`config.mk`:
```
export PLATFORM = sky130hd
export DESIGN_NAME = iesb_status_bank
export DESIGN_NICKNAME = d
export VERILOG_FILES = /design/src/hdl/iesb_pkg.sv /design/src/hdl/iesb_latch_if.sv /design/src/hdl/iesb_status_bank.sv /design/src/hdl/iesb_event_latch.sv /design/src/hdl/iesb_query_guard.sv
export SDC_FILE = /design/constraint.sdc
export NUM_CORES = 1
export LEC_CHECK = 0
export ABC_CLOCK_PERIOD_IN_PS = 2800
export BUFFER_PORTS_ARGS = -buffer_cell sky130_fd_sc_hd__buf_2
export CORE_UTILIZATION = 43
export DETAILED_ROUTE_END_ITERATION = 8
export PLACE_DENSITY_LB_ADDON = 0.12
export REMOVE_ABC_BUFFERS = 1
export SYNTH_ARGS = -nofsm -noshare
export SYNTH_HDL_FRONTEND = slang
export SYNTH_SLANG_ARGS = --single-unit
```
`constraint.sdc`:
```
create_clock -name clk_sys -period 2.8 [get_ports clk_sys]
set_input_delay 0.42 -clock clk_sys [delete_from_list [all_inputs] [get_ports clk_sys]]
set_output_delay 0.42 -clock clk_sys [all_outputs]
set_load 0.05 [all_outputs]
```
`src/hdl/iesb_pkg.sv`:
```
// Purpose: constants and types shared by the status bank
// Assumes: one clock, commands already decoded upstream
// Notes: widths and bit positions follow the status tables
// Behaviour
// - OPC sets bit 0 once commands finish
// - Bit 2 on read-without-query or unread answer
// - Bit 3 and code -300 on device errors
// - Bit 4 and code -200 on execution errors
// - Bit 5 and code -100 on command errors
// - Bit 6 when local key forces manual
// - Bit 7 set at every power-on
// - Event latch read-clears; bit 1 unused
// - Event mask written and read back
// - Activity condition plus latched activity events
// - Bit 2 while autorange switches ranges
// - Bit 3 only while recording really runs
// - Bit 5 while armed recording awaits trigger
// - Bit 8 on sync lock; zero when off
// - Bit 9 optional sync-present indication
// - Bit 10 while averaging; dips between cycles
// - Bit 12 while a calculation runs
// - Bit 15 zero; other unused bits zero
// - Summary flag from masked event latch
// - Activity summary from masked activity events
`default_nettype none

package iesb_pkg;

    // ****************************************
    // Widths
    // ****************************************
    localparam int EVL_W = 8;
    localparam int OPR_W = 16;

    // ****************************************
    // Event latch bit positions and values
    // ****************************************
    localparam int EVL_OPC = 0;
    localparam int EVL_QRY = 2;
    localparam int EVL_DEV = 3;
    localparam int EVL_EXE = 4;
    localparam int EVL_CMD = 5;
    localparam int EVL_URQ = 6;
    localparam int EVL_PON = 7;
    localparam logic [7:0] EVL_USED = 8'hFD;
    localparam logic [7:0] EVL_RST = 8'h80;
    localparam logic [7:0] EVM_RST = 8'h00;

    // ****************************************
    // Activity bit positions and values
    // ****************************************
    localparam int OPR_RNG = 2;
    localparam int OPR_REC = 3;
    localparam int OPR_TRG = 5;
    localparam int OPR_SYN = 8;
    localparam int OPR_SAV = 9;
    localparam int OPR_AVG = 10;
    localparam int OPR_CAL = 12;
    localparam int OPR_ZERO = 15;
    localparam logic [15:0] OPR_USED = 16'h172C;
    localparam logic [15:0] OPR_RST = 16'h0000;

    // ****************************************
    // Error queue codes (two's complement)
    // ****************************************
    localparam logic [15:0] ERR_CMD = 16'hFF9C;
    localparam logic [15:0] ERR_EXE = 16'hFF38;
    localparam logic [15:0] ERR_DEV = 16'hFED4;
    localparam logic [15:0] ERR_QRY = 16'hFE70;

    // Decoded controller commands
    typedef enum logic [3:0] {
        CMD_NONE = 4'h0,
        CMD_RD_EVL = 4'h1,
        CMD_RD_EVM = 4'h2,
        CMD_WR_EVM = 4'h3,
        CMD_RD_OCON = 4'h4,
        CMD_RD_OEVT = 4'h5,
        CMD_RD_OENA = 4'h6,
        CMD_WR_OENA = 4'h7,
        CMD_CLS = 4'h8,
        CMD_OPC = 4'h9
    } iesb_cmd_type;

    // Answer buffer state
    typedef enum logic {
        RSP_IDLE = 1'b0,
        RSP_HELD = 1'b1
    } iesb_rsp_type;

endpackage

`default_nettype wire

```
`src/hdl/iesb_latch_if.sv`:
```
// Purpose: carries set, clear and value of one sticky latch
// Assumes: width matches the latch instance
// Notes: owner drives set and clear, latch returns value
`timescale 1ns/1ps
`default_nettype none

interface iesb_latch_if #(parameter int W = 8);
    logic [W-1:0] set_bits; // Per-bit set requests
    logic [W-1:0] clr_bits; // Per-bit clear requests
    logic [W-1:0] val_bits; // Latched value
    modport ctl (output set_bits, output clr_bits, input val_bits);
    modport lat (input set_bits, input clr_bits, output val_bits);
endinterface

`default_nettype wire

```
`src/hdl/iesb_status_bank.sv`:
```
// Purpose: standard event and activity status bank
// Assumes: commands decoded upstream, inputs synchronous
// Notes: answers wait in one buffer until the controller reads or sends another command
`timescale 1ns/1ps
`default_nettype none

module iesb_status_bank #(
    parameter int DATA_W = 16,
    parameter bit SYNC_AVAIL_EN = 1'b1
) (
    // Clock, reset and freeze
    input wire logic clk_sys,
    input wire logic rstn,
    input wire logic ce,
    // Decoded controller commands
    input wire logic cmd_valid,
    input wire iesb_pkg::iesb_cmd_type cmd_code,
    input wire logic [DATA_W-1:0] cmd_data,
    input wire logic talk_req,
    // Answer toward the controller
    output logic rsp_valid,
    output logic [DATA_W-1:0] rsp_data,
    // Protocol and instrument events
    input wire logic exec_idle,
    input wire logic cmd_error,
    input wire logic exec_error,
    input wire logic dev_error,
    input wire logic local_to_manual,
    // Error queue entries
    output logic err_push,
    output logic [15:0] err_code,
    // Activity conditions
    input wire logic autorange_switching,
    input wire logic memory_recording_active,
    input wire logic pretrigger_fill,
    input wire logic trig_wait,
    input wire logic recording_armed,
    input wire logic sync_locked,
    input wire logic sync_enabled,
    input wire logic sync_available,
    input wire logic averaging_active,
    input wire logic calc_running,
    // Summary flags
    output logic event_summary_flag,
    output logic activity_summary_flag,
    output logic opc_pending
);

    // ****************************************
    // Elaboration checks
    // ****************************************
    if (DATA_W < iesb_pkg::OPR_W) begin : g_chk
        $error("DATA_W must hold the activity register");
    end

    // ****************************************
    // Declarations
    // ****************************************
    iesb_latch_if #(.W(iesb_pkg::EVL_W)) evl_if (); // Event latch
    iesb_latch_if #(.W(iesb_pkg::OPR_W)) oev_if (); // Activity latch

    logic [7:0] evm_ff; // Event mask
    logic [15:0] oen_ff; // Activity event mask
    logic [15:0] cond_ff; // Activity condition
    logic [15:0] nxt_cond; // Next activity condition
    logic opc_wait_ff; // Waiting for command completion
    logic rsp_valid_ff; // Answer strobe
    logic [DATA_W-1:0] rsp_data_ff; // Buffered answer
    logic err_push_ff; // Error entry strobe
    logic [15:0] err_code_ff; // Error entry code
    logic evsum_ff; // Event summary
    logic asum_ff; // Activity summary
    logic is_query; // Command produces an answer
    logic other_cmd; // Command without answer
    logic is_cls; // Clear-status command
    logic query_err; // Query protocol error
    logic talk_ok; // Buffered answer read
    logic answer_held; // Answer waiting
    logic opc_done; // Completion event

    // ****************************************
    // Command decode
    // ****************************************

    // Commands that load the answer buffer
    always_comb begin
        is_query = 1'b0;
        if (cmd_valid) begin
            unique case (cmd_code)
                iesb_pkg::CMD_RD_EVL,
                iesb_pkg::CMD_RD_EVM,
                iesb_pkg::CMD_RD_OCON,
                iesb_pkg::CMD_RD_OEVT,
                iesb_pkg::CMD_RD_OENA: begin
                    is_query = 1'b1;
                end
                default: begin
                    is_query = 1'b0;
                end
            endcase
        end
    end

    assign other_cmd = cmd_valid & ~is_query;
    assign is_cls = cmd_valid & (cmd_code == iesb_pkg::CMD_CLS);

    // Answer tracking and query error detection
    iesb_query_guard u_guard (
        .clk_sys(clk_sys),
        .rstn(rstn),
        .ce(ce),
        .query_cmd(is_query),
        .other_cmd(other_cmd),
        .talk_req(talk_req),
        .query_err(query_err),
        .talk_ok(talk_ok),
        .answer_held(answer_held)
    );

    // ****************************************
    // Operation complete
    // ****************************************

    // Completion seen while an OPC waits
    assign opc_done = opc_wait_ff & exec_idle;

    // Arm on OPC, disarm on completion or clear
    always_ff @(posedge clk_sys or negedge rstn) begin
        if (!rstn) begin
            opc_wait_ff <= 1'b0;
        end else if (ce) begin
            if (cmd_valid && cmd_code == iesb_pkg::CMD_OPC) begin
                opc_wait_ff <= 1'b1;
            end else if (opc_done || is_cls) begin
                opc_wait_ff <= 1'b0;
            end
        end
    end

    // ****************************************
    // Standard event latch
    // ****************************************

    // Event sources into the latch
    always_comb begin
        evl_if.set_bits = '0;
        evl_if.set_bits[iesb_pkg::EVL_OPC] = opc_done;
        evl_if.set_bits[iesb_pkg::EVL_QRY] = query_err;
        evl_if.set_bits[iesb_pkg::EVL_DEV] = dev_error;
        evl_if.set_bits[iesb_pkg::EVL_EXE] = exec_error;
        evl_if.set_bits[iesb_pkg::EVL_CMD] = cmd_error;
        evl_if.set_bits[iesb_pkg::EVL_URQ] = local_to_manual;
    end

    // Reading the latch or clearing status empties it
    assign evl_if.clr_bits = {iesb_pkg::EVL_W{(cmd_valid &&
        cmd_code == iesb_pkg::CMD_RD_EVL) || is_cls}};

    // Power-on value sets bit 7 at every switch-on
    iesb_event_latch #(
        .W(iesb_pkg::EVL_W),
        .USED(iesb_pkg::EVL_USED),
        .RST(iesb_pkg::EVL_RST)
    ) u_evl (
        .clk_sys(clk_sys),
        .rstn(rstn),
        .ce(ce),
        .lif(evl_if.lat)
    );

    // ****************************************
    // Enable masks
    // ****************************************

    // Event mask written by the enable command
    always_ff @(posedge clk_sys or negedge rstn) begin
        if (!rstn) begin
            evm_ff <= iesb_pkg::EVM_RST;
        end else if (ce) begin
            if (cmd_valid && cmd_code == iesb_pkg::CMD_WR_EVM) begin
                evm_ff <= cmd_data[7:0];
            end
        end
    end

    // Activity mask, unused positions dropped
    always_ff @(posedge clk_sys or negedge rstn) begin
        if (!rstn) begin
            oen_ff <= iesb_pkg::OPR_RST;
        end else if (ce) begin
            if (cmd_valid && cmd_code == iesb_pkg::CMD_WR_OENA) begin
                oen_ff <= cmd_data[15:0] & iesb_pkg::OPR_USED;
            end
        end
    end

    // ****************************************
    // Activity condition and events
    // ****************************************

    // Condition bits from the running activities
    always_comb begin
        nxt_cond = '0;
        nxt_cond[iesb_pkg::OPR_RNG] = autorange_switching;
        nxt_cond[iesb_pkg::OPR_REC] = memory_recording_active &
            ~pretrigger_fill & ~trig_wait;
        nxt_cond[iesb_pkg::OPR_TRG] = trig_wait & recording_armed;
        nxt_cond[iesb_pkg::OPR_SYN] = sync_locked & sync_enabled;
        nxt_cond[iesb_pkg::OPR_SAV] = SYNC_AVAIL_EN & sync_available;
        nxt_cond[iesb_pkg::OPR_AVG] = averaging_active;
        nxt_cond[iesb_pkg::OPR_CAL] = calc_running;
        nxt_cond = nxt_cond & iesb_pkg::OPR_USED;
    end

    // Condition register
    always_ff @(posedge clk_sys or negedge rstn) begin
        if (!rstn) begin
            cond_ff <= iesb_pkg::OPR_RST;
        end else if (ce) begin
            cond_ff <= nxt_cond;
        end
    end

    // An activity starting is an event
    assign oev_if.set_bits = nxt_cond & ~cond_ff;
    assign oev_if.clr_bits = {iesb_pkg::OPR_W{(cmd_valid &&
        cmd_code == iesb_pkg::CMD_RD_OEVT) || is_cls}};

    // Activity event latch
    iesb_event_latch #(
        .W(iesb_pkg::OPR_W),
        .USED(iesb_pkg::OPR_USED),
        .RST(iesb_pkg::OPR_RST)
    ) u_oev (
        .clk_sys(clk_sys),
        .rstn(rstn),
        .ce(ce),
        .lif(oev_if.lat)
    );

    // ****************************************
    // Answer buffer
    // ****************************************

    // Load answer on a query, strobe it on a read
    always_ff @(posedge clk_sys or negedge rstn) begin
        if (!rstn) begin
            rsp_data_ff <= '0;
            rsp_valid_ff <= 1'b0;
        end else if (ce) begin
            rsp_valid_ff <= talk_ok;
            if (is_query) begin
                unique case (cmd_code)
                    iesb_pkg::CMD_RD_EVL: begin
                        rsp_data_ff <= DATA_W'(evl_if.val_bits);
                    end
                    iesb_pkg::CMD_RD_EVM: begin
                        rsp_data_ff <= DATA_W'(evm_ff);
                    end
                    iesb_pkg::CMD_RD_OCON: begin
                        rsp_data_ff <= DATA_W'(cond_ff);
                    end
                    iesb_pkg::CMD_RD_OEVT: begin
                        rsp_data_ff <= DATA_W'(oev_if.val_bits);
                    end
                    default: begin
                        rsp_data_ff <= DATA_W'(oen_ff);
                    end
                endcase
            end
        end
    end

    // ****************************************
    // Error queue entries
    // ****************************************

    // One entry a cycle; command errors first
    always_ff @(posedge clk_sys or negedge rstn) begin
        if (!rstn) begin
            err_push_ff <= 1'b0;
            err_code_ff <= '0;
        end else if (ce) begin
            err_push_ff <= cmd_error | exec_error | dev_error | query_err;
            if (cmd_error) begin
                err_code_ff <= iesb_pkg::ERR_CMD;
            end else if (exec_error) begin
                err_code_ff <= iesb_pkg::ERR_EXE;
            end else if (dev_error) begin
                err_code_ff <= iesb_pkg::ERR_DEV;
            end else if (query_err) begin
                err_code_ff <= iesb_pkg::ERR_QRY;
            end
        end
    end

    // ****************************************
    // Summary flags
    // ****************************************

    // Masked latches feed the status byte bits
    always_ff @(posedge clk_sys or negedge rstn) begin
        if (!rstn) begin
            evsum_ff <= 1'b0;
            asum_ff <= 1'b0;
        end else if (ce) begin
            evsum_ff <= |(evl_if.val_bits & evm_ff);
            asum_ff <= |(oev_if.val_bits & oen_ff);
        end
    end

    // ****************************************
    // Outputs
    // ****************************************
    assign rsp_valid = rsp_valid_ff;
    assign rsp_data = rsp_data_ff;
    assign err_push = err_push_ff;
    assign err_code = err_code_ff;
    assign event_summary_flag = evsum_ff;
    assign activity_summary_flag = asum_ff;
    assign opc_pending = opc_wait_ff;
endmodule

`default_nettype wire

```
`src/hdl/iesb_event_latch.sv`:
```
// Purpose: sticky event latch with per-bit set and clear
// Assumes: set and clear are one-cycle requests
// Notes: a set wins over a clear in the same cycle
`timescale 1ns/1ps
`default_nettype none

module iesb_event_latch #(
    parameter int W = 8,
    parameter logic [W-1:0] USED = '1,
    parameter logic [W-1:0] RST = '0
) (
    // Clock, reset and freeze
    input wire logic clk_sys,
    input wire logic rstn,
    input wire logic ce,
    // Latch port
    iesb_latch_if.lat lif
);
    logic [W-1:0] val_ff; // Latched events

    if (W < 1) begin : g_chk
        $error("latch width must be positive");
    end

    // Set beats clear; unused positions stay zero
    always_ff @(posedge clk_sys or negedge rstn) begin
        if (!rstn) begin
            val_ff <= RST & USED;
        end else if (ce) begin
            val_ff <= ((val_ff & ~lif.clr_bits) | lif.set_bits) & USED;
        end
    end

    assign lif.val_bits = val_ff;
endmodule

`default_nettype wire

```
`src/hdl/iesb_query_guard.sv`:
```
// Purpose: tracks the buffered answer and spots query errors
// Assumes: one controller, commands and reads never overlap
// Notes: a read in the same cycle as a command is served first
`timescale 1ns/1ps
`default_nettype none

module iesb_query_guard (
    // Clock, reset and freeze
    input wire logic clk_sys,
    input wire logic rstn,
    input wire logic ce,
    // Controller activity
    input wire logic query_cmd,
    input wire logic other_cmd,
    input wire logic talk_req,
    // Results
    output logic query_err,
    output logic talk_ok,
    output logic answer_held
);
    iesb_pkg::iesb_rsp_type state_ff; // Answer buffer state
    iesb_pkg::iesb_rsp_type nxt_state; // Next buffer state
    logic any_cmd; // Any new command

    assign any_cmd = query_cmd | other_cmd;
    assign answer_held = (state_ff == iesb_pkg::RSP_HELD);
    assign talk_ok = talk_req & answer_held;
    // Read with nothing asked, or answer left unread
    assign query_err = (talk_req & ~answer_held) |
        (any_cmd & answer_held & ~talk_req);

    // Next state of the answer buffer
    always_comb begin
        nxt_state = state_ff;
        unique case (state_ff)
            iesb_pkg::RSP_IDLE: begin
                if (query_cmd) begin
                    nxt_state = iesb_pkg::RSP_HELD;
                end
            end
            iesb_pkg::RSP_HELD: begin
                if (query_cmd) begin
                    nxt_state = iesb_pkg::RSP_HELD;
                end else if (talk_req | other_cmd) begin
                    nxt_state = iesb_pkg::RSP_IDLE;
                end
            end
        endcase
    end

    // State register
    always_ff @(posedge clk_sys or negedge rstn) begin
        if (!rstn) begin
            state_ff <= iesb_pkg::RSP_IDLE;
        end else if (ce) begin
            state_ff <= nxt_state;
        end
    end
endmodule

`default_nettype wire

```
# Yosys cells after proc, flatten, opt, wreduce, memory -nomap -nowiden
# Cells that the tools add are included.
dict set report word_totals {
  ff_bits 74
  output_inout_bits 37
  word_cells 85
}
dict set report classes {
  eq_ne 9
  muxes 13
  n_bitwise 32
  n_reduce_logical 18
}
# op n
set ops {}
lappend ops {{2-to-1 mux 16 bit} 4}
lappend ops {{case mux 13 bit (4 select lines)} 1}
lappend ops {{AND 13 bit} 3}
lappend ops {{inverter 13 bit} 2}
lappend ops {{AND 8 bit} 2}
lappend ops {{equality test 4 x 3 -> 1 bit (second input constant)} 4}
lappend ops {{OR reduction 16 bit} 1}
lappend ops {{bitwise OR 13 bit} 1}
lappend ops {{AND 1 bit} 11}
lappend ops {{AND reduction 2 bit} 5}
lappend ops {{equality test 4 x 2 -> 1 bit (second input constant)} 2}
lappend ops {{equality test 4 bit (second input constant)} 2}
lappend ops {{inverter 8 bit} 1}
lappend ops {{bitwise OR 8 x 7 -> 8 bit} 1}
lappend ops {{OR reduction 8 bit} 1}
lappend ops {{2-to-1 mux 1 bit} 7}
lappend ops {{bitwise OR 1 bit} 6}
lappend ops {{logical AND 1 bit} 5}
lappend ops {{inverter 1 bit} 5}
lappend ops {{OR reduction 5 bit} 1}
lappend ops {{equality test 4 x 1 -> 1 bit (second input constant)} 1}
lappend ops {{nonzero test 4 bit} 1}
lappend ops {{logical OR 1 bit} 3}
lappend ops {{case mux 1 bit (2 select lines)} 1}
lappend ops {{nonzero test 2 bit} 1}

# Logic depth before layout (Yosys ltp)
# Gate-level depths: netlist of the first run.
dict set report depth {
  ltp_word 14
  mapped_depth 7
  ltp_nobuf 4
}

# Cells and area by module
# From an unflattened synthesis of the first run, not the netlist that was laid out.
dict set report hier_totals {
  hier_cells 303
  hier_area_um2 3198.1
}
# module n_inst cells_each area_per_inst_um2 seq_area_each_um2
set modules_own_cells {}
lappend modules_own_cells {iesb_status_bank 1 240 2488.6 1201.2}
lappend modules_own_cells {{iesb_event_latch (u_oev)} 1 32 350.3 175.2}
lappend modules_own_cells {{iesb_event_latch (u_evl)} 1 24 291.5 176.4}
lappend modules_own_cells {iesb_query_guard 1 7 67.6 25.0}

# Worst setup path before layout of the first run
# Ideal clock, no wire load.
dict set report synth_path {
  path_kind {input to register}
  startpoint {in cmd_code[1]}
  endpoint {reg rsp_data_ff[10], in the netlist rsp_data[10]}
  arrival_ns 1.502
  slack_ns 1.178
  stages 7
  path_cell_list {buf_4 nor3_2 or4b_1 buf_2 buf_6 nand2_1 o21ai_2}
}
dict set report synth_between {
  elab_chain_len 5
  elab_cells_between_ends 10
  cone_classes {eq/ne: 5; mux: 3; reduce/logical: 2}
}
# item line
set synth_lines {}
lappend synth_lines {{start: declaration} iesb_status_bank.sv:17} ;# input wire iesb_pkg::iesb_cmd_type cmd_code,
lappend synth_lines {{equality test 4 x 1 -> 1 bit, or another cell as far along} {iesb_status_bank.sv:89, iesb_status_bank.sv:253}}
lappend synth_lines {{OR reduction 5 bit} iesb_status_bank.sv:89} ;# unique case (cmd_code)
lappend synth_lines {{2-to-1 mux 1 bit} iesb_status_bank.sv:89}
lappend synth_lines {{2-to-1 mux 1 bit} iesb_status_bank.sv:88} ;# if (cmd_valid) begin
lappend synth_lines {{AND reduction 2 bit (no line)} --}
lappend synth_lines {{end signal: assignment} iesb_status_bank.sv:255} ;# rsp_data_ff <= DATA_W'(evl_if.val_bits);
lappend synth_lines {{end signal: assignment} iesb_status_bank.sv:258} ;# rsp_data_ff <= DATA_W'(evm_ff);
lappend synth_lines {{end signal: assignment} iesb_status_bank.sv:261} ;# rsp_data_ff <= DATA_W'(cond_ff);
lappend synth_lines {{end: declaration} iesb_status_bank.sv:68} ;# logic [DATA_W-1:0] rsp_data_ff;
# Parallel ways exist; a longest one is shown, timed or not.
# A chain may end at the register's enable or synchronous reset.

# Worst setup path after layout of the first run
dict set report layout_path {
  startpoint {in cmd_code[0]}
  endpoint {reg rsp_data_ff[4], in the netlist rsp_data[4]}
}
# Same word-level chain as after synthesis.

==> results of run 1 <==
cell usage in the layout, fill, tap and decap left out, types with 3 or more instances in the layout:
cell | synthesis | final
clkbuf_8 | 0 | 11
mux2_2 | 7 | 7
nand3_1 | 4 | 4
o21ai_1 | 6 | 6
a211oi_1 | 3 | 3
a22oi_1 | 4 | 4
dfrtp_1 | 58 | 58
mux2_4 | 8 | 8
buf_2 | 3 | 66
nand2_1 | 32 | 32
a221oi_1 | 3 | 3
mux2i_1 | 5 | 5
inv_1 | 12 | 12
nor2_1 | 9 | 9
clkbuf_1 | 5 | 5
a22o_1 | 16 | 16
nor2b_1 | 3 | 3
conb_1 | 1 | 6
a21oi_1 | 6 | 6
o21ai_0 | 20 | 20
synthesized netlist by cell type, types with 2 or more instances:
cell type  number
nand2_2         2
a22oi_1         4
clkbuf_1        5
a221oi_1        3
buf_2           3
nor3b_1         2
a22o_1         16
a211oi_1        3
nor2b_1         3
a21oi_1         6
buf_6           2
o21ai_0        20
o21ai_1         6
nor2_1          9
and2b_1         2
nand3_1         4
a41oi_1         2
dfrtp_1        58
buf_4          18
nand4_1         2
inv_1          12
mux2_4          8
or3b_2          2
nand2_1        32
mux2_2          7
a222oi_1        2
mux2i_1         5
worst max-delay path, delay by kind of cell:
family	cells	cell delay [ps]
and+or+nand+nor	2	950
AOI/OAI and AO/OA	1	350
buffers and inverters	1	280
registers in the layout (all words and copies together) (netlist names):
signal / flops
evm_ff: 8
opc_pending: 1
cond_ff: 7
u_evl.lif.val_bits: 7
u_oev.lif.val_bits: 7
u_guard.answer_held: 1
event_summary_flag: 1
rsp_valid: 1
rsp_data: 12
err_code: 5
oen_ff: 7
activity_summary_flag: 1
err_push: 1
cell families after synthesis:
group                     share of synthesized area [%]
AOI/OAI and AO/OA                                 18.01
buffers and inverters                             8.260
DFF                                               51.62
other                                            0.1310
muxes                                             8.698
xor gates and xnor gates                         0.3060
and+or+nand+nor                                   12.98
metrics by stage:
| stage | hold WS, ps | instance area, um^2 |
|---|---|---|
| global placement | 450.2 | 3132 |
| global route | 296.3 | 3302 |
| detailed placement | 459.7 | 3132 |
| floorplan | 124.4 | 2690 |
| CTS | 270.9 | 3302 |
| finish | 227.0 | 3302 |
power breakdown:
group	switching [uW]	internal (uW)	leakage [uW]
combinational	362	188	0.000814
sequential	94.1	979	0.000708
clock	311	372	0.0000850
final timing paths:
kind | endpoint | cells after the start | start | slack [ps]
min in group clk_sys | evm_ff[4]$_DFFE_PN0P_ | 2 | cmd_data[4] | 320
max in group asynchronous | activity_summary_flag$_DFFE_PN0P_ | 2 | rstn | 2070
worst max register to register | err_push$_DFFE_PN0P_ | 4 | u_guard.answer_held$_DFFE_PN0P_ | 1480
worst min-delay path | evm_ff[4]$_DFFE_PN0P_ | 2 | rstn | 230
worst min register to register | rsp_data[1]$_DFFE_PN0P_ | 2 | rsp_data[1]$_DFFE_PN0P_ | 470
worst max-delay path | rsp_data[4]$_DFFE_PN0P_ | 4 | cmd_code[0] | 1000
final cells by class:
class / count / area [um^2] / area share, %
Clock buffer: 16 / 170.2 / 5.153
Inverter: 12 / 45.04 / 1.364
Multi-Input combinational cell: 170 / 1167 / 35.35
Sequential cell: 59 / 1478 / 44.75
Tap cell: 77 / 96.34 / 2.918
Timing Repair Buffer: 68 / 345.3 / 10.46
metal layers:
layer	vias up	routed length (um)
met1	987	3133
met3	7	256
li1	1048	-
met2	62	2679
met4	0	58
met5	-	0
==> out/qor.yml, run 1 <==
status:
  outcome: "finished clean"
setup_path:
  crit_arrival_ps: 2010
  endpoint_kind: "register"
  critical_path.max_fanout: 17
  cpMaxStageDelayCell: "or4b_1"
  max_stage_delay_ps: 840
  cp-start-kind: "input pin"
  crit_required_ps: 3010
  criticalPathCategory: "input pin to register"
  worstPathCellList: "buf_2 > nor3_2 > or4b_1 > a22o_1"
timing:
  max_freq_mhz: 556.6
  layout_setup_ws_ps: 1003
  rsz0062_at_grt: "false"
  maxSlewViolCount: 0
  max_slew_margin_pct: 50.94
  hold_violations: 0
  fin_setup_tns_ps: 0
  fin_skew_ps: 8.088
  period_needed_ps: 1797
  fin_crit_sh_pct: 64.16
  finalSetupViolations: 0
  tightest_slew_ps: 735.9
placement:
  post-place-ws_ps: 659.4
  numPlacedInstances: 386
  gp_congestion: 0.7854
  portBuffers: 66
  hpwlAfterDp_um: 4287
global_route:
  grt_util_met3_pct: 3.956
  antenna_found_initial: 0
  grt_pass1_wl_um: 10270
  grtUsageTotal_pct: 18.92
  use_met1_pct: 27.89
  grt_start_max_net_pins: 60
  grt_overflow_total: 0
  busiest_layer: "met1"
  first_global_vias: 1968
  grt_use_met2_pct: 27.20
clock_tree:
  cts_tree: "done"
  cts_buffer_depth: 2
  ctsHtreeMaxLevel: 3
  clock_latency_ps: 330
  postCtsSetupRepairBufs: 0
  clock_sinks: 59
  cts_hold_buf: 0
  cts_buffers: 9
  ctsResizeCount: 0
  path_clk_slew_ps: 70
  cts_root_buf: "clkbuf_8"
synthesis:
  ys_seq_area_share_pct: 51.62
  synth_warnings: 0
  synth_seq_cells: 59
  synthTopCellsByArea: "dfrtp_1 51%, a22o_1 4.9%, buf_4 4.7%"
  async_reset_ff_share_pct: 100.0
  synth_area_um2: 2863
  synth_cell_types: 53
  netlist_instances: 264
  avgSynthCellArea_um2: 10.84
  synth-edff-count: 0
  synth_top_area_share_pct: 50.70
  netlist.top_cell.by_area: "dfrtp_1"
  ys.flop_type: "dfrtp_1"
finish:
  nets: 360
  area_growth_pct: 15.34
  fin_cells: 402
  nFillCells: 606
  final_util_pct: 51.70
  antenna_cells: 0
  drive_gt1_share_pct: 32.00
die:
  rows: 29
  die_y_um: 83.60
  die_w_um: 83.60
  start_util_pct: 44.83
  die_area_um2: 6988
  ios: 77
  coreArea_um2: 6386
flow_run:
  maxCapViolations: 0
detailed_routing:
  drc: 0
  wl_um: 6127
  drtAntennaViolNets: 0
  drtIter0Drc: 97
  post_drt_via_cell_ratio: 5.234
  wire_per_inst_um: 15.24
  dr.pass1.iters: 4
  vias: 2104
worst_hold_path:
  hp-class: "input pin to asynchronous set/reset pin"
power_and_ir_drop:
  power.total_uw: 2306
  power.leakage_uw: 0.001607
  peakVddDrop_mv: 0.3233
  powerDensity_nw_per_um2: 698.5
Note: power is estimated with default switching activity, not from simulation.
==> run 2: changes to the inputs <==
--- a/config.mk
+++ b/config.mk
@@ -5,7 +5,7 @@
 export SDC_FILE = /design/constraint.sdc
 export NUM_CORES = 1
 export LEC_CHECK = 0
-export ABC_CLOCK_PERIOD_IN_PS = 2800
+export ABC_CLOCK_PERIOD_IN_PS = 1800
 export BUFFER_PORTS_ARGS = -buffer_cell sky130_fd_sc_hd__buf_2
 export CORE_UTILIZATION = 43
 export DETAILED_ROUTE_END_ITERATION = 8
==> constraint.sdc (replaced) <==
create_clock -name clk_sys -period 1.8 [get_ports clk_sys]
set_input_delay 0.27 -clock clk_sys [delete_from_list [all_inputs] [get_ports clk_sys]]
set_output_delay 0.27 -clock clk_sys [all_outputs]
set_load 0.05 [all_outputs]
==> out/qor.yml, run 2 (synthesized netlist as in run 1, its figures left out) <==
status:
  outcome: "finished clean"  # unchanged
placement:
  portBuffers: 66  # unchanged
  hpwlAfterDp_um: 4354  # was 4287 um
  gp_congestion: 0.8391  # was 0.7854
  numPlacedInstances: 396  # was 386
  place_area_um2: 3219  # was 3132 um^2
setup_path:
  crit_arrival_ps: 1600  # was 2010 ps
  criticalPathCategory: "input pin to register"  # unchanged
  endpoint_kind: "register"  # unchanged
  worst-path-buf-inv: 2  # was 1
  worstPathCellList: "buf_2 > nor3_2 > or4b_1 > buf_4 > a22o_1"  # was buf_2 > nor3_2 > or4b_1 > a22o_1
  cp-start-kind: "input pin"  # unchanged
  cpMaxStageDelayCell: "or4b_1"  # unchanged
  max_stage_delay_ps: 540  # was 840 ps
  critical_path.max_fanout: 16  # was 17
  path_delay_family: "simple AND/OR/NAND/NOR gates"  # unchanged
  crit_required_ps: 2030  # was 3010 ps
clock_tree:
  ctsResizeCount: 0  # unchanged
  cts_tree: "done"  # unchanged
  cts_hold_buf: 1  # was 0
  clock_sinks: 59  # unchanged
  cts_buffers: 9  # unchanged
  postCtsSetupRepairBufs: 0  # unchanged
  clock_latency_ps: 330  # about the same
  ctsHtreeMaxLevel: 3  # unchanged
  cts_buffer_depth: 2  # unchanged
  path_clk_slew_ps: 70  # about the same
  cts_root_buf: "clkbuf_8"  # unchanged
global_route:
  antenna_found_initial: 0  # unchanged
  grt_pass1_wl_um: 10200  # was 10,270 um
  grtUsageTotal_pct: 18.75  # was 18.92%
  first_global_vias: 2055  # was 1,968
  grt_start_max_net_pins: 60  # unchanged
  grt_overflow_total: 0  # unchanged
timing:
  max_freq_mhz: 725.9
  hold_violations: 0  # unchanged
  finalSetupViolations: 0  # unchanged
  maxSlewViolCount: 0  # unchanged
  rsz0062_at_grt: "false"  # unchanged
  fin_crit_sh_pct: 76.53
  fin_skew_ps: 10.17  # was 8.088 ps
  hold_slack_ps: 160.3  # was 227.0 ps
  fin_setup_tns_ps: 0  # unchanged
  period_needed_ps: 1378
flow_run:
  maxCapViolations: 0  # unchanged
die:
  die_w_um: 83.60  # unchanged
  die_area_um2: 6988  # unchanged
  start_util_pct: 44.83  # unchanged
  coreArea_um2: 6386  # unchanged
  ios: 77  # unchanged
  die_y_um: 83.60  # unchanged
  rows: 29  # unchanged
finish:
  nFillCells: 606  # unchanged
  largest_reg_flops: 12  # unchanged
  area_growth_pct: 19.06  # was 15.34%
  final_cell_mix: "66 x buf_2, 58 x dfrtp_1, 32 x nand2_1, 20 x o21ai_0, 16 x a22o_1"  # unchanged
  stdcell_area_um2: 3408  # was 3302 um^2
  drive_gt1_share_pct: 34.93  # was 32.00%
  antenna_cells: 0  # unchanged
  fin_cells: 412  # was 402
  nets: 371  # was 360
  layout.area.seq_um2: 1478  # unchanged
  multi_input_area_um2: 1167  # unchanged
  final_common_cell: "buf_2"  # unchanged
power_and_ir_drop:
  power.leakage_uw: 0.001675  # was 0.001607 uW
  powerDensity_nw_per_um2: 1064  # was 698.5 nW/um^2
  peakVddDrop_mv: 0.6228  # was 0.3233 mV
detailed_routing:
  drc: 0  # unchanged
  dr.pass1.iters: 4  # unchanged
  post_drt_via_cell_ratio: 5.211  # was 5.234
  wire_per_inst_um: 14.49  # was 15.24 um
  drtIter0Drc: 82  # was 97
  vias: 2147  # was 2,104
  wl_um: 5971  # was 6127 um
  drtAntennaViolNets: 0  # unchanged
worst_hold_path:
  hp-class: "input pin to register"  # was input pin to asynchronous set/reset pin
-- run 2: cell types whose count changed in the layout (fill, tap and decap cells not counted) --
| cell | delta |
|---|---|
| clkbuf_1 | -4 |
| buf_4 | +9 |
| clkinv_2 | +2 |
| buf_12 | +1 |
| dlygate4sd3_1 | +1 |
| clkbuf_8 | +1 |
-- run 2: per-stage QoR --
step           setup slack (ps)  power [uW]  util (%)
2_1_floorplan             -1228        2270         -
3_3_place_gp              106.0        2550     50.41
3_5_place_dp              70.79        2565     50.41
4_1_cts                   426.1        3660     53.37
5_1_grt                   267.4        3820     53.37
6_report                  422.4        3627     53.37
-- run 2: area by class of cell --
type                    instances  share of cell area [%]
clock inverters                 2                  0.2937
inverters                      12                   1.322
multi-input cells             170                   34.25
well taps                      77                   2.827
flip-flops and latches         59                   43.36
repair buffers                 79                   13.00
clock buffers                  13                   4.956
-- run 2: worst reg2reg max path: cells and delay by family, from the launching register on --
family / cells / cell delay, ps
simple gates: 1 / 80
mux: 1 / 130
flops: 1 / 400
compound gates: 2 / 570
-- run 2: power by group --
group,switching (uW),internal [uW]
Clock,493,601
Sequential,143,1520
Combinational,562,307
-- run 2: routing by layer --
metal / up-vias / global-route usage, % / share of wire (%)
li1: 1064 / - / -
met1: 1010 / 27.11 / 48
met2: 64 / 27.42 / 45
met3: 9 / 3.759 / 5.2
met4: 0 / 7.858 / 1.7
met5: - / 0 / 0
-- run 2: worst paths after layout --
check	cells past startpoint	to	slack [ps]	start
worst max register to register	4	err_push$_DFFE_PN0P_	480	u_guard.answer_held$_DFFE_PN0P_
min in group asynchronous	3	rsp_data[4]$_DFFE_PN0P_	460	rstn
max in group asynchronous	3	u_evl.lif.val_bits[7]$_DFFE_PN1P_	1050	rstn
worst min register to register	2	rsp_data[10]$_DFFE_PN0P_	470	rsp_data[10]$_DFFE_PN0P_
worst min-delay path	2	evm_ff[4]$_DFFE_PN0P_	160	cmd_data[4]
worst max-delay path	5	rsp_data[6]$_DFFE_PN0P_	420	cmd_code[0]
==> run 3: changes to the inputs <==
--- a/config.mk
+++ b/config.mk
@@ -5,7 +5,7 @@
 export SDC_FILE = /design/constraint.sdc
 export NUM_CORES = 1
 export LEC_CHECK = 0
-export ABC_CLOCK_PERIOD_IN_PS = 1800
+export ABC_CLOCK_PERIOD_IN_PS = 1400
 export BUFFER_PORTS_ARGS = -buffer_cell sky130_fd_sc_hd__buf_2
 export CORE_UTILIZATION = 43
 export DETAILED_ROUTE_END_ITERATION = 8
==> constraint.sdc (replaced) <==
create_clock -name clk_sys -period 1.4 [get_ports clk_sys]
set_input_delay 0.21 -clock clk_sys [delete_from_list [all_inputs] [get_ports clk_sys]]
set_output_delay 0.21 -clock clk_sys [all_outputs]
set_load 0.05 [all_outputs]
==> out/qor.yml, run 3 (synthesized netlist as in run 1, its figures left out) <==
finish:
  nets: 386  # was 371
  stdcell_area_um2: 3532  # was 3408 um^2
  multi_input_area_um2: 1179  # was 1167 um^2
  drive_gt1_share_pct: 38.75  # was 34.93%
  final_common_cell: "buf_2"  # unchanged
  layout.area.seq_um2: 1478  # unchanged
  fin_cells: 428  # was 412
  area_growth_pct: 23.38  # was 19.06%
  largest_reg_flops: 12  # unchanged
  antenna_cells: 0  # unchanged
  nFillCells: 605  # was 606
  final_cell_mix: "66 x buf_2, 58 x dfrtp_1, 32 x nand2_1, 26 x buf_4, 20 x o21ai_0"  # was 66 x buf_2, 58 x dfrtp_1, 32 x nand2_1, 20 x o21ai_0, 16 x a22o_1
global_route:
  grtUsageTotal_pct: 18.47  # was 18.75%
  grt_overflow_total: 0  # unchanged
  antenna_found_initial: 0  # unchanged
  grt_util_met3_pct: 4.055  # was 3.759%
  grt_pass1_wl_um: 10050  # was 10,200 um
  grt_start_max_net_pins: 60  # unchanged
  busiest_layer: "met1"  # was met2
  first_global_vias: 2024  # was 2,055
  use_met1_pct: 27.00  # was 27.11%
  grt_use_met2_pct: 26.16  # was 27.42%
clock_tree:
  clock_sinks: 59  # unchanged
  ctsHtreeMaxLevel: 3  # unchanged
  clock_latency_ps: 330  # about the same
  cts_tree: "done"  # unchanged
  cts_buffers: 9  # unchanged
  cts_buffer_depth: 2  # unchanged
  cts_root_buf: "clkbuf_8"  # unchanged
  path_clk_slew_ps: 70  # about the same
die:
  start_util_pct: 44.83  # unchanged
  die_y_um: 83.60  # unchanged
  rows: 29  # unchanged
  coreArea_um2: 6386  # unchanged
  ios: 77  # unchanged
  die_w_um: 83.60  # unchanged
  die_area_um2: 6988  # unchanged
detailed_routing:
  vias: 2199  # was 2,147
  dr.pass1.iters: 4  # unchanged
  wire_per_inst_um: 14.39  # was 14.49 um
  post_drt_via_cell_ratio: 5.138  # was 5.211
  wl_um: 6161  # was 5971 um
  drtAntennaViolNets: 0  # unchanged
  drc: 0  # unchanged
  drtIter0Drc: 120  # was 82
timing:
  hold_slack_ps: 99.94  # was 160.3 ps
  fin_setup_tns_ps: 0  # unchanged
  fin_crit_sh_pct: 92.38
  period_needed_ps: 1293
  fin_skew_ps: 7.906  # was 10.17 ps
  max_freq_mhz: 773.2
  finalSetupViolations: 0  # unchanged
  hold_violations: 0  # unchanged
  maxSlewViolCount: 0  # unchanged
  rsz0062_at_grt: "false"  # unchanged
power_and_ir_drop:
  power.total_uw: 4671  # was 3627 uW
  powerDensity_nw_per_um2: 1322  # was 1064 nW/um^2
  peakVddDrop_mv: 0.7622  # was 0.6228 mV
  power.leakage_uw: 0.001750  # was 0.001675 uW
placement:
  numPlacedInstances: 411  # was 396
  portBuffers: 66  # unchanged
  gp_congestion: 0.8463  # was 0.8391
  place_area_um2: 3332  # was 3219 um^2
  hpwlAfterDp_um: 4438  # was 4354 um
setup_path:
  crit_arrival_ps: 1080  # was 1600 ps
  endpoint_kind: "output pin"  # was register
  crit_required_ps: 1190  # was 2030 ps
  path_delay_family: "flip-flops"  # was simple AND/OR/NAND/NOR gates
  criticalPathCategory: "register to output pin"  # was input pin to register
  critical_path.max_fanout: 9  # was 16
  cpMaxStageDelayCell: "dfrtp_1"  # was or4b_1
  worstPathCellList: "buf_2"  # was buf_2 > nor3_2 > or4b_1 > buf_4 > a22o_1
  max_stage_delay_ps: 450  # was 540 ps
  cp-start-kind: "register"  # was input pin
  worst-path-buf-inv: 1  # was 2
flow_run:
  maxCapViolations: 0  # unchanged
status:
  outcome: "finished clean"  # unchanged
worst_hold_path:
  hp-class: "input pin to register"  # unchanged
run 3: final cells by class:
class / instances / share of cell area [%]
clock inverter: 5 / 0.7793
tap: 77 / 2.728
clock buffer: 11 / 4.286
inverter: 12 / 1.275
multi-input combinational: 170 / 33.37
sequential: 59 / 41.83
timing repair buffer: 94 / 15.73
run 3: through the flow:
stage	setup WS (ps)	utilization [%]
finish	106.7	55.31
global route	37.09	55.31
CTS	42.37	55.13
detailed placement	-182.1	52.17
global placement	-165.7	52.17
floorplan	-1628	-
run 3: layer usage:
metal	part of all wire (%)	vias to the layer above
met1	51	1050
met3	3.9	5
met2	44	51
li1	-	1093
met4	0.84	0
met5	0	-
run 3: power breakdown:
part / total (uW) / leakage (uW) / switching, uW / internal [uW]
Sequential: 2140 / 0.000708 / 188 / 1960
Clock: 1380 / 0.0000949 / 652 / 725
Combinational: 1150 / 0.000947 / 729 / 420
Total: 4670 / 0.00175 / 1570 / 3100
run 3: final timing paths:
check / slack (ps) / cells past startpoint / from / end
setup / recovery: 110 / 1 / err_code[14]$_DFFE_PN0P_ / err_code[13]
hold / removal: 100 / 2 / local_to_manual / u_evl.lif.val_bits[6]$_DFFE_PN0P_
setup reg to reg: 150 / 4 / u_guard.answer_held$_DFFE_PN0P_ / err_code[8]$_DFFE_PN0P_
hold reg to reg: 460 / 2 / rsp_data[1]$_DFFE_PN0P_ / rsp_data[1]$_DFFE_PN0P_
max in group asynchronous: 710 / 3 / rstn / u_evl.lif.val_bits[7]$_DFFE_PN1P_
min in group asynchronous: 400 / 3 / rstn / rsp_data[4]$_DFFE_PN0P_
run 3: repair_timing:
action | CTS | global route
endpoints found under the hold margin | 58 | 0
endpoints found under the setup margin | 0 | 1
setup buffers | 0 | 0
resized for setup | 0 | 2
hold buffers | 1 | 0
